## config.mk

```make
export PLATFORM = sky130hd
export DESIGN_NAME = can_phy_fault_interrupt_flags
export DESIGN_NICKNAME = d
export VERILOG_FILES = /design/src/core/canphy_irq_pkg.sv /design/src/core/fault_event_if.sv /design/src/core/fault_event_detect.sv /design/src/core/can_phy_fault_interrupt_flags.sv
export SDC_FILE = /design/constraint.sdc
export NUM_CORES = 1
export LEC_CHECK = 0
export ABC_AREA = 0
export BUFFER_PORTS_ARGS = -buffer_cell sky130_fd_sc_hd__buf_2
export CORE_UTILIZATION = 35
export DETAILED_ROUTE_END_ITERATION = 12
export GPL_TIMING_DRIVEN = 0
export PLACE_DENSITY = 0.57
export SETUP_SLACK_MARGIN = 0.2
export SLEW_MARGIN = 10
export SYNTH_ARGS = -nofsm -noshare
export SYNTH_HDL_FRONTEND = slang
export SYNTH_SLANG_ARGS = --single-unit
```

## constraint.sdc

```tcl
create_clock -name clk -period 2.2 [get_ports clk]
set_input_delay 0.55 -clock clk [delete_from_list [all_inputs] [get_ports clk]]
set_output_delay 0.55 -clock clk [all_outputs]
set_load 0.02 [all_outputs]
```

## src/core/canphy_irq_pkg.sv

```systemverilog
`default_nettype none
package canphy_irq_pkg;
   // register bus geometry
   localparam int ADDR_W = 14;
   localparam int DATA_W = 8;
   // byte offsets, one 8-bit register per byte address
   localparam int IDX_PIN_DATA = 12'h990;
   localparam int IDX_CONTROL = 12'h991;
   localparam int IDX_STATUS = 12'h993;
   localparam int IDX_IRQ_ENABLE = 12'h996;
   localparam int IDX_IRQ_FLAGS = 12'h997;
   localparam int WORD_BYTES = 1;
   localparam logic [ADDR_W-1:0] ADDR_PIN_DATA =
      ADDR_W'(IDX_PIN_DATA * WORD_BYTES);
   localparam logic [ADDR_W-1:0] ADDR_CONTROL =
      ADDR_W'(IDX_CONTROL * WORD_BYTES);
   localparam logic [ADDR_W-1:0] ADDR_STATUS =
      ADDR_W'(IDX_STATUS * WORD_BYTES);
   localparam logic [ADDR_W-1:0] ADDR_IRQ_ENABLE =
      ADDR_W'(IDX_IRQ_ENABLE * WORD_BYTES);
   localparam logic [ADDR_W-1:0] ADDR_IRQ_FLAGS =
      ADDR_W'(IDX_IRQ_FLAGS * WORD_BYTES);
   // flag and status bit positions
   localparam int BIT_CANH_HIGH = 7;
   localparam int BIT_CANH_LOW = 6;
   localparam int BIT_CANL_HIGH = 5;
   localparam int BIT_CANL_LOW = 4;
   localparam int BIT_TX_DOM = 3;
   localparam int BIT_CANH_OC = 1;
   localparam int BIT_CANL_OC = 0;
   // enable bit positions
   localparam int EN_VOLT_FAIL = 4;
   localparam int EN_TX_DOM = 3;
   localparam int EN_OVERCURRENT = 0;
   // implemented bits and groups
   localparam logic [DATA_W-1:0] FLAGS_IMPL = 8'hFB;
   localparam logic [DATA_W-1:0] ENABLE_IMPL = 8'h19;
   localparam logic [DATA_W-1:0] STATUS_IMPL = 8'hF8;
   localparam logic [DATA_W-1:0] PIN_DATA_IMPL = 8'h83;
   localparam logic [DATA_W-1:0] BOTH_EDGE_BITS = 8'hF0;
   localparam logic [DATA_W-1:0] GROUP_VOLT = 8'hF0;
   localparam logic [DATA_W-1:0] GROUP_TX_DOM = 8'h08;
   localparam logic [DATA_W-1:0] GROUP_OC = 8'h03;
   // reset value and detector arming delay in cycles
   localparam logic [DATA_W-1:0] RESET_BYTE = 8'h00;
   localparam logic [1:0] ARM_CYCLES = 2'h3;

   // flag bits allowed to request an interrupt under a given enable byte
   function automatic logic [DATA_W-1:0] groupMask(
      input logic [DATA_W-1:0] en);
      groupMask = ({DATA_W{en[EN_VOLT_FAIL]}} & GROUP_VOLT)
         | ({DATA_W{en[EN_TX_DOM]}} & GROUP_TX_DOM)
         | ({DATA_W{en[EN_OVERCURRENT]}} & GROUP_OC);
   endfunction : groupMask
endpackage : canphy_irq_pkg
`default_nettype wire

```

## src/core/fault_event_if.sv

```systemverilog
`default_nettype none
interface fault_event_if #(parameter int W = 8);
   logic [W-1:0] changeEvt;
   logic [W-1:0] syncLevel;
   logic armed;
   modport src (output changeEvt, output syncLevel, output armed);
   modport dst (input changeEvt, input syncLevel, input armed);
endinterface : fault_event_if
`default_nettype wire

```

## src/core/fault_event_detect.sv

```systemverilog
`default_nettype none
module fault_event_detect #(
   parameter int W = 8,
   parameter logic [W-1:0] BOTH_EDGES = canphy_irq_pkg::BOTH_EDGE_BITS
) (
   // clock and reset
   input wire logic clk,
   input wire logic rst,
   // raw fault levels
   input wire logic [W-1:0] rawIn,
   // detected events
   fault_event_if.src evt
);
   import canphy_irq_pkg::*;

   logic [1:0] armCnt_reg, armCnt_next;

   // no events until the chains hold real samples, else reset fakes edges
   always_comb begin
      armCnt_next = armCnt_reg;
      if (armCnt_reg != ARM_CYCLES) begin
         armCnt_next = armCnt_reg + 2'h1;
      end
   end

   always_ff @(posedge clk) begin
      if (rst) begin
         armCnt_reg <= 2'h0;
      end else begin
         armCnt_reg <= armCnt_next;
      end
   end

   assign evt.armed = (armCnt_reg == ARM_CYCLES);

   for (genvar gi = 0; gi < W; gi++) begin : g_bit
      // [0] first stage, [1] stable, [2] previous stable
      logic [2:0] chain_reg, chain_next;

      always_comb begin
         chain_next = {chain_reg[1:0], rawIn[gi]};
      end

      always_ff @(posedge clk) begin
         if (rst) begin
            chain_reg <= 3'h0;
         end else begin
            chain_reg <= chain_next;
         end
      end

      assign evt.syncLevel[gi] = chain_reg[1];
      assign evt.changeEvt[gi] = evt.armed
         & ((chain_reg[1] & ~chain_reg[2])
         | (BOTH_EDGES[gi] & ~chain_reg[1] & chain_reg[2]));
   end
endmodule : fault_event_detect
`default_nettype wire

```

## src/core/can_phy_fault_interrupt_flags.sv

```systemverilog
// Overview of operation
// - overcurrent enable bit 0 gates both overcurrent flags onto interrupt.
// - flags read anytime; writing 1 clears a flag, writing 0 keeps it.
// - interrupt pending while any flag and its group enable are set.
// - CANH high fail flag, bit 7, sets on any status change.
// - CANH low fail flag, bit 6, sets on any status change.
// - voltage fail enable bit 4 gates four voltage flags onto interrupt.
// - tx dominant timeout enable bit 3 gates its flag onto interrupt.
//
// Our own choice: the plain strobed port.
`default_nettype none
module can_phy_fault_interrupt_flags (
   // clock and reset
   input wire logic clk,
   input wire logic rst,
   // register port
   input wire logic [canphy_irq_pkg::ADDR_W-1:0] addr,
   input wire logic [canphy_irq_pkg::DATA_W-1:0] wrData,
   input wire logic wrStrobe,
   input wire logic rdStrobe,
   output logic [canphy_irq_pkg::DATA_W-1:0] rdData,
   // fault levels from the transceiver
   input wire logic canhHighFailStatus,
   input wire logic canhLowFailStatus,
   input wire logic canlHighFailStatus,
   input wire logic canlLowFailStatus,
   input wire logic txDomTimeoutStatus,
   input wire logic canhOvercurrent,
   input wire logic canlOvercurrent,
   // control outputs
   output logic [canphy_irq_pkg::DATA_W-1:0] phyControl,
   output logic [canphy_irq_pkg::DATA_W-1:0] phyPinDataOut,
   // interrupt
   output logic errorIrq
);
   import canphy_irq_pkg::*;

   fault_event_if #(.W(DATA_W)) evtIf ();

   logic [DATA_W-1:0] rawFaults;
   logic [DATA_W-1:0] flags_reg, flags_next;
   logic [DATA_W-1:0] enable_reg, enable_next;
   logic [DATA_W-1:0] control_reg, control_next;
   logic [DATA_W-1:0] pinData_reg, pinData_next;
   logic [DATA_W-1:0] rdData_reg, rdData_next;
   logic irq_reg, irq_next;
   logic wrFlags, wrEnable, wrControl, wrPinData;
   logic [DATA_W-1:0] clearMask;
   logic [DATA_W-1:0] statusView;

   // fault levels laid out like the flag register
   always_comb begin
      rawFaults = RESET_BYTE;
      rawFaults[BIT_CANH_HIGH] = canhHighFailStatus;
      rawFaults[BIT_CANH_LOW] = canhLowFailStatus;
      rawFaults[BIT_CANL_HIGH] = canlHighFailStatus;
      rawFaults[BIT_CANL_LOW] = canlLowFailStatus;
      rawFaults[BIT_TX_DOM] = txDomTimeoutStatus;
      rawFaults[BIT_CANH_OC] = canhOvercurrent;
      rawFaults[BIT_CANL_OC] = canlOvercurrent;
   end

   // voltage bits flag both edges, the others only onset
   fault_event_detect #(
      .W(DATA_W),
      .BOTH_EDGES(BOTH_EDGE_BITS)
   ) u_detect (
      .clk(clk),
      .rst(rst),
      .rawIn(rawFaults),
      .evt(evtIf.src)
   );

   // status shows only the voltage and timeout levels
   assign statusView = evtIf.syncLevel & STATUS_IMPL;

   // write decode
   always_comb begin
      wrFlags = wrStrobe && (addr == ADDR_IRQ_FLAGS);
      wrEnable = wrStrobe && (addr == ADDR_IRQ_ENABLE);
      wrControl = wrStrobe && (addr == ADDR_CONTROL);
      wrPinData = wrStrobe && (addr == ADDR_PIN_DATA);
      clearMask = wrFlags ? wrData : RESET_BYTE;
   end

   // flag update
   always_comb begin
      // write one clears
      // a new event beats a clear in the same cycle so it is never lost
      flags_next = flags_reg & ~clearMask;
      flags_next = (flags_next | evtIf.changeEvt) & FLAGS_IMPL;
   end

   always_ff @(posedge clk) begin
      if (rst) begin
         flags_reg <= RESET_BYTE;
      end else begin
         flags_reg <= flags_next;
      end
   end

   // configuration registers
   always_comb begin
      enable_next = enable_reg;
      control_next = control_reg;
      pinData_next = pinData_reg;
      if (wrEnable) begin
         enable_next = wrData & ENABLE_IMPL;
      end
      if (wrControl) begin
         control_next = wrData;
      end
      if (wrPinData) begin
         pinData_next = wrData & PIN_DATA_IMPL;
      end
   end

   always_ff @(posedge clk) begin
      if (rst) begin
         enable_reg <= RESET_BYTE;
         control_reg <= RESET_BYTE;
         pinData_reg <= RESET_BYTE;
      end else begin
         enable_reg <= enable_next;
         control_reg <= control_next;
         pinData_reg <= pinData_next;
      end
   end

   // interrupt from next values keeps the output aligned with the flags
   always_comb begin
      irq_next = |(flags_next & groupMask(enable_next));
   end

   always_ff @(posedge clk) begin
      if (rst) begin
         irq_reg <= 1'b0;
      end else begin
         irq_reg <= irq_next;
      end
   end

   // read path, data valid only the cycle after the strobe
   always_comb begin
      rdData_next = RESET_BYTE;
      if (rdStrobe) begin
         case (addr)
            ADDR_PIN_DATA: begin
               rdData_next = pinData_reg;
            end
            ADDR_CONTROL: begin
               rdData_next = control_reg;
            end
            ADDR_STATUS: begin
               rdData_next = statusView;
            end
            ADDR_IRQ_ENABLE: begin
               rdData_next = enable_reg;
            end
            ADDR_IRQ_FLAGS: begin
               rdData_next = flags_reg;
            end
            default: begin
               rdData_next = RESET_BYTE;
            end
         endcase
      end
   end

   always_ff @(posedge clk) begin
      if (rst) begin
         rdData_reg <= RESET_BYTE;
      end else begin
         rdData_reg <= rdData_next;
      end
   end

   assign rdData = rdData_reg;
   assign errorIrq = irq_reg;
   assign phyControl = control_reg;
   assign phyPinDataOut = pinData_reg;
endmodule : can_phy_fault_interrupt_flags
`default_nettype wire

```

# After elaboration in Yosys (flattened, before gate mapping)
# Index checks and enable logic that the tools add are counted.
[op_classes]
n_addsub = 1
n_eq_ne = 7
mux = 3
bitwise = 43
reduce_logical = 6
[op_table]
columns = ["cell", "count"]
rows = [
  ["== test 14 x 12 -> 1 bit, second input constant", 5],
  ["case mux 8 bit (5 select lines)", 1],
  ["AND 1 bit", 20],
  ["AND 8 bit", 2],
  ["inverter 1 bit", 13],
  ["two-way mux 8 bit", 1],
  ["inverter 8 bit", 1],
  ["OR 8 x 2 -> 8 bit", 1],
  ["OR 8 x 4 -> 8 bit", 1],
  ["OR 8 bit", 1],
  ["OR reduction 8 bit", 1],
  ["two-way mux 5 bit", 1],
  ["logical AND 1 bit", 4],
  ["OR 1 bit", 4],
  ["adder 2 x 1 -> 2 bit, second input constant", 1],
  ["== test 2 bit, second input constant", 1],
  ["inequality test 2 bit, second input constant", 1],
  ["OR reduction 2 bit", 1],
]
[totals]
regBits = 57
inputBits = 33
output_inout_bits = 25
wordCells = 77

# Longest topological paths before layout
[depth]
word_depth = 8
ltp_mapped = 6
depth_no_buf = 5

# By module
# From an unflattened synthesis, not the netlist that was laid out.
[unflattened]
hier_cells = 237
hier_area_um2 = 2338.5
[by_module_without_submodules]
columns = ["module", "n_inst", "cells_per_inst", "area_each_um2", "seq_area_each_um2"]
rows = [
  ["can_phy_fault_interrupt_flags", 1, 158, 1445.1, 600.6],
  ["fault_event_detect", 1, 79, 893.4, 520.5],
]

# Worst setup path after synthesis
# No wires, ideal clock.
[synth_timing]
path_kind = "input to register"
start = "in addr[1] in the netlist's numbering"
end = "reg irq_reg (netlist: errorIrq)"
setup_time_ns = 0.134
arrival_ns = 1.782
t_required_ns = 2.066
path_slack_ns = 0.284
path_stages = 6
n_path_buf = 1
path_cell_list = "clkbuf_1 -> and4_1 -> nand4_1 -> a21o_1 -> a221oi_2 -> o221ai_1"
[synth_between]
elab_chain_len = 8
elab_cells_between_ends = 13
classes_between = "eq/ne (2); mux (2); bitwise (6); reduce/logical (3)"
[synth_rtl]
columns = ["item", "line", "rtl"]
rows = [
  ["start, declared", "can_phy_fault_interrupt_flags.sv:17", "input wire logic [canphy_irq_pkg::ADDR_W-1:0] addr,"],
  ["== test 14 x 12 -> 1 bit", "can_phy_fault_interrupt_flags.sv:79", "wrFlags = wrStrobe && (addr == ADDR_IRQ_FLAGS);"],
  ["logical AND 1 bit", "can_phy_fault_interrupt_flags.sv:79", ""],
  ["two-way mux 8 bit", "can_phy_fault_interrupt_flags.sv:83", "clearMask = wrFlags ? wrData : RESET_BYTE;"],
  ["inverter 8 bit", "can_phy_fault_interrupt_flags.sv:90", "flags_next = flags_reg & ~clearMask;"],
  ["AND 8 bit", "can_phy_fault_interrupt_flags.sv:90", ""],
  ["OR 8 bit", "can_phy_fault_interrupt_flags.sv:91", "flags_next = (flags_next | evtIf.changeEvt) & FLAGS_IMPL;"],
  ["AND 8 bit *", "can_phy_fault_interrupt_flags.sv:132", "irq_next = |(flags_next & groupMask(enable_next));"],
  ["OR reduction 8 bit *", "can_phy_fault_interrupt_flags.sv:132", ""],
  ["end signal, assigned", "can_phy_fault_interrupt_flags.sv:139", "irq_reg <= irq_next;"],
  ["end, declared", "can_phy_fault_interrupt_flags.sv:46", "logic irq_reg, irq_next;"],
]
# Every way passes the cells marked *; elsewhere a longest branch is shown, timed or not.
# A chain may end at the register's enable or synchronous reset.

# Final worst setup path
[layout_timing]
start = "in addr[2] in the netlist's numbering"
end = "reg irq_reg (netlist: errorIrq)"
# Same word-level chain as after synthesis.

==> impl_metrics.ini <==
[run_status]
status = complete, no violations

[die]
die_x_um = 81.0
coreArea_mm2 = 0.00596
row_count = 28
pin_count = 58
die_h_um = 81.0
initial_core_util_pct = 36.7
die-area_mm2 = 0.00657

[layout]
largest_reg_flops = 21
register_area_mm2 = 0.00106
area_delta_synth_final_pct = 21.8
layout_commonest_cell = dfxtp_1
antenna_cells = 0
post_route_cells_drive_above_1_share_pct = 28.1
fin_nets = 318
most-common-layout-cells = 53 x dfxtp_1, 50 x buf_2, 26 x nor2b_1
instances_no_fill = 360
multi_input_area_mm2 = 0.00105
n_fill_cell = 613
stdcell_area_mm2 = 0.00266

[timing]
worst_slack_ns = 0.307
rsz0062_at_grt = false
max_freq_mhz = 528
fin_skew_ns = 0.00365
setup_violations = 0
tightest_slew_ns = 0.576
finalCriticalPeriod_ns = 1.89
relSlewSlack_pct = 61.6
period_share_pct = 86.0
finalMaxSlewViolations = 0
hold_violations = 0
hold_ws_ns = 0.441

[clock_network]
htreeDepth = 2
cts_tree = yes
clockBufferDepth = 2
cts-buffers-inserted = 5
cts_sinks = 53
clockRootBuffer = clkbuf_8
clk_pin_slew_ns = 0.09
cts_hold_buf = 0
clock_latency_ns = 0.31

[setup_path]
r2r_slack_ns = 0.58
startpoint_type = input pin
timing.critical_path.to_type = register
worstPathArrival_ns = 2.12
crit_required_ns = 2.43
worstSetupPathType = input pin to register
crit_fanout = 10
reg2reg_depth = 6

[power]
netSwitchingFraction_pct = 23.7
pwr-share-comb_pct = 8.9
power_density_mw_per_mm2 = 690
internal-power_uw = 1400
power_frac_seq_pct = 54.6
power_uw = 1840
p_clk_share_pct = 36.5
ir_drop_v = 0.000329
switchingPower_uw = 434
total_leakage_power_uw = 0.00125

[global_routing]
track_usage_pct = 15.6
antenna_found_initial = 0
grt_pass1_vias = 1595
grt_max_degree = 18
grt_overflow = 0
grt_pass1_wl_um = 7550

[synthesis]
synth_edf_count = 0
syn_avg_cell_area_um2 = 9.80
synth_cell_types = 40
async_flop_share_pct = 0
ys_warn_count = 0
syn_area_mm2 = 0.00219
yosysSeqAreaShare_pct = 48.5
netlist_instances = 223
ys.flop_type = dfxtp_1
synth-seq-cells = 53

[drt]
drt_iter0_drc = 58
wirelength_um = 4700
routed_via_density = 4.71
firstDrtPassIters = 4
wire_per_inst_um = 13.1
drc = 0
vias = 1696
ant_nets = 0

[job]
max_cap_viol_count = 0

[placement]
port_buffers = 49
dp_hpwl_um = 3450
place_area_mm2 = 0.00254
place.gp.congestion = 0.743
dp_cells = 351
dp_slack_ns = -0.167

[min_path]
hold_path.class = input pin to register
whs_path_depth = 2
==> power by group through the flow <==
| stage | Clock, uW | Sequential [uW] | Combinational (uW) |
|---|---|---|---|
| 2_1_floorplan | 0 | 1020 | 109 |
| 3_3_place_gp | 0 | 1030 | 162 |
| 3_5_place_dp | 0 | 1030 | 164 |
| 4_1_cts | 694 | 1000 | 165 |
| 6_report | 670 | 1000 | 163 |
| 5_1_grt | 739 | 1010 | 185 |
==> kinds of logic (layout without fill, tap and decap cells) <==
| logic type | after synthesis | count (layout) | synth area share, % |
|---|---|---|---|
| xor+xnor | 5 | 5 | 2.00 |
| fa+ha+maj | 1 | 1 | 0.572 |
| simple gates | 94 | 94 | 25.4 |
| compound gates | 26 | 26 | 7.61 |
| flops | 53 | 53 | 48.5 |
| buf+inv | 19 | 77 | 4.18 |
| mux | 24 | 24 | 11.5 |
| other cells | 1 | 5 | 0.172 |
==> routing by layer <==
metal	vias up	wire (um)	GRT usage [%]
met5	-	0	0
met4	0	62	6.07
met3	8	243	3.48
met2	45	2060	25.7
met1	762	2330	19.6
li1	881	-	-
==> stage by stage <==
stage / utilization [%] / TNS (ns)
CTS: 44.7 / 0
finish: 44.7 / 0
detailed placement: 42.6 / -0.460
global placement: 42.6 / -0.412
floorplan: - / 0
global route: 44.7 / 0
==> cell type report <==
type / count / area share (%)
clock buffers: 5 / 2.58
clock inverters: 3 / 1.64
well taps: 75 / 3.52
inverters: 4 / 0.564
flip-flops and latches: 53 / 39.8
plain buffers: 15 / 2.87
multi-input cells: 155 / 39.5
repair buffers: 50 / 9.49
==> synthesized netlist by cell type, types with 2 or more instances <==
cell,count,area (um^2)
nor2_1,26,97.6
nor2b_1,26,163
buf_4,5,37.5
and2_1,2,12.5
nand2_1,13,48.8
a21oi_1,15,75.1
a22o_1,2,17.5
inv_1,4,15.0
xor2_1,5,43.8
nand4b_1,3,26.3
a21o_1,2,15.0
and4_1,2,17.5
mux2_2,9,101
nand4_1,6,37.5
a22oi_1,3,22.5
clkbuf_1,8,30.0
dfxtp_1,53,1060
mux2i_1,15,150
nand3_1,3,15.0
==> what timing repair did <==
action | CTS | global route
pin swaps | 1 | 0
endpoints found under the setup margin | 1 | 11
buffers inserted | 1 | 0
gates resized for setup | 0 | 1
==> worst max-delay path, cell delays in order <==
cell      delay [ns]
buf_2           0.08
clkbuf_1        0.33
and4b_1         0.29
nand4_1         0.21
mux2i_1         0.19
or2_2           0.29
o221ai_1        0.17
==> worst paths after layout <==
kind,end,startpoint
worst min-delay path,u_detect.g_bit[1].chain_reg[0],canhOvercurrent
worst max-delay path,errorIrq,addr[2]
worst max register to register,errorIrq,u_detect.armCnt_reg[0]
worst min register to register,u_detect.g_bit[7].chain_reg[1],u_detect.g_bit[7].chain_reg[0]
Note: power is estimated with default switching activity, not from simulation.
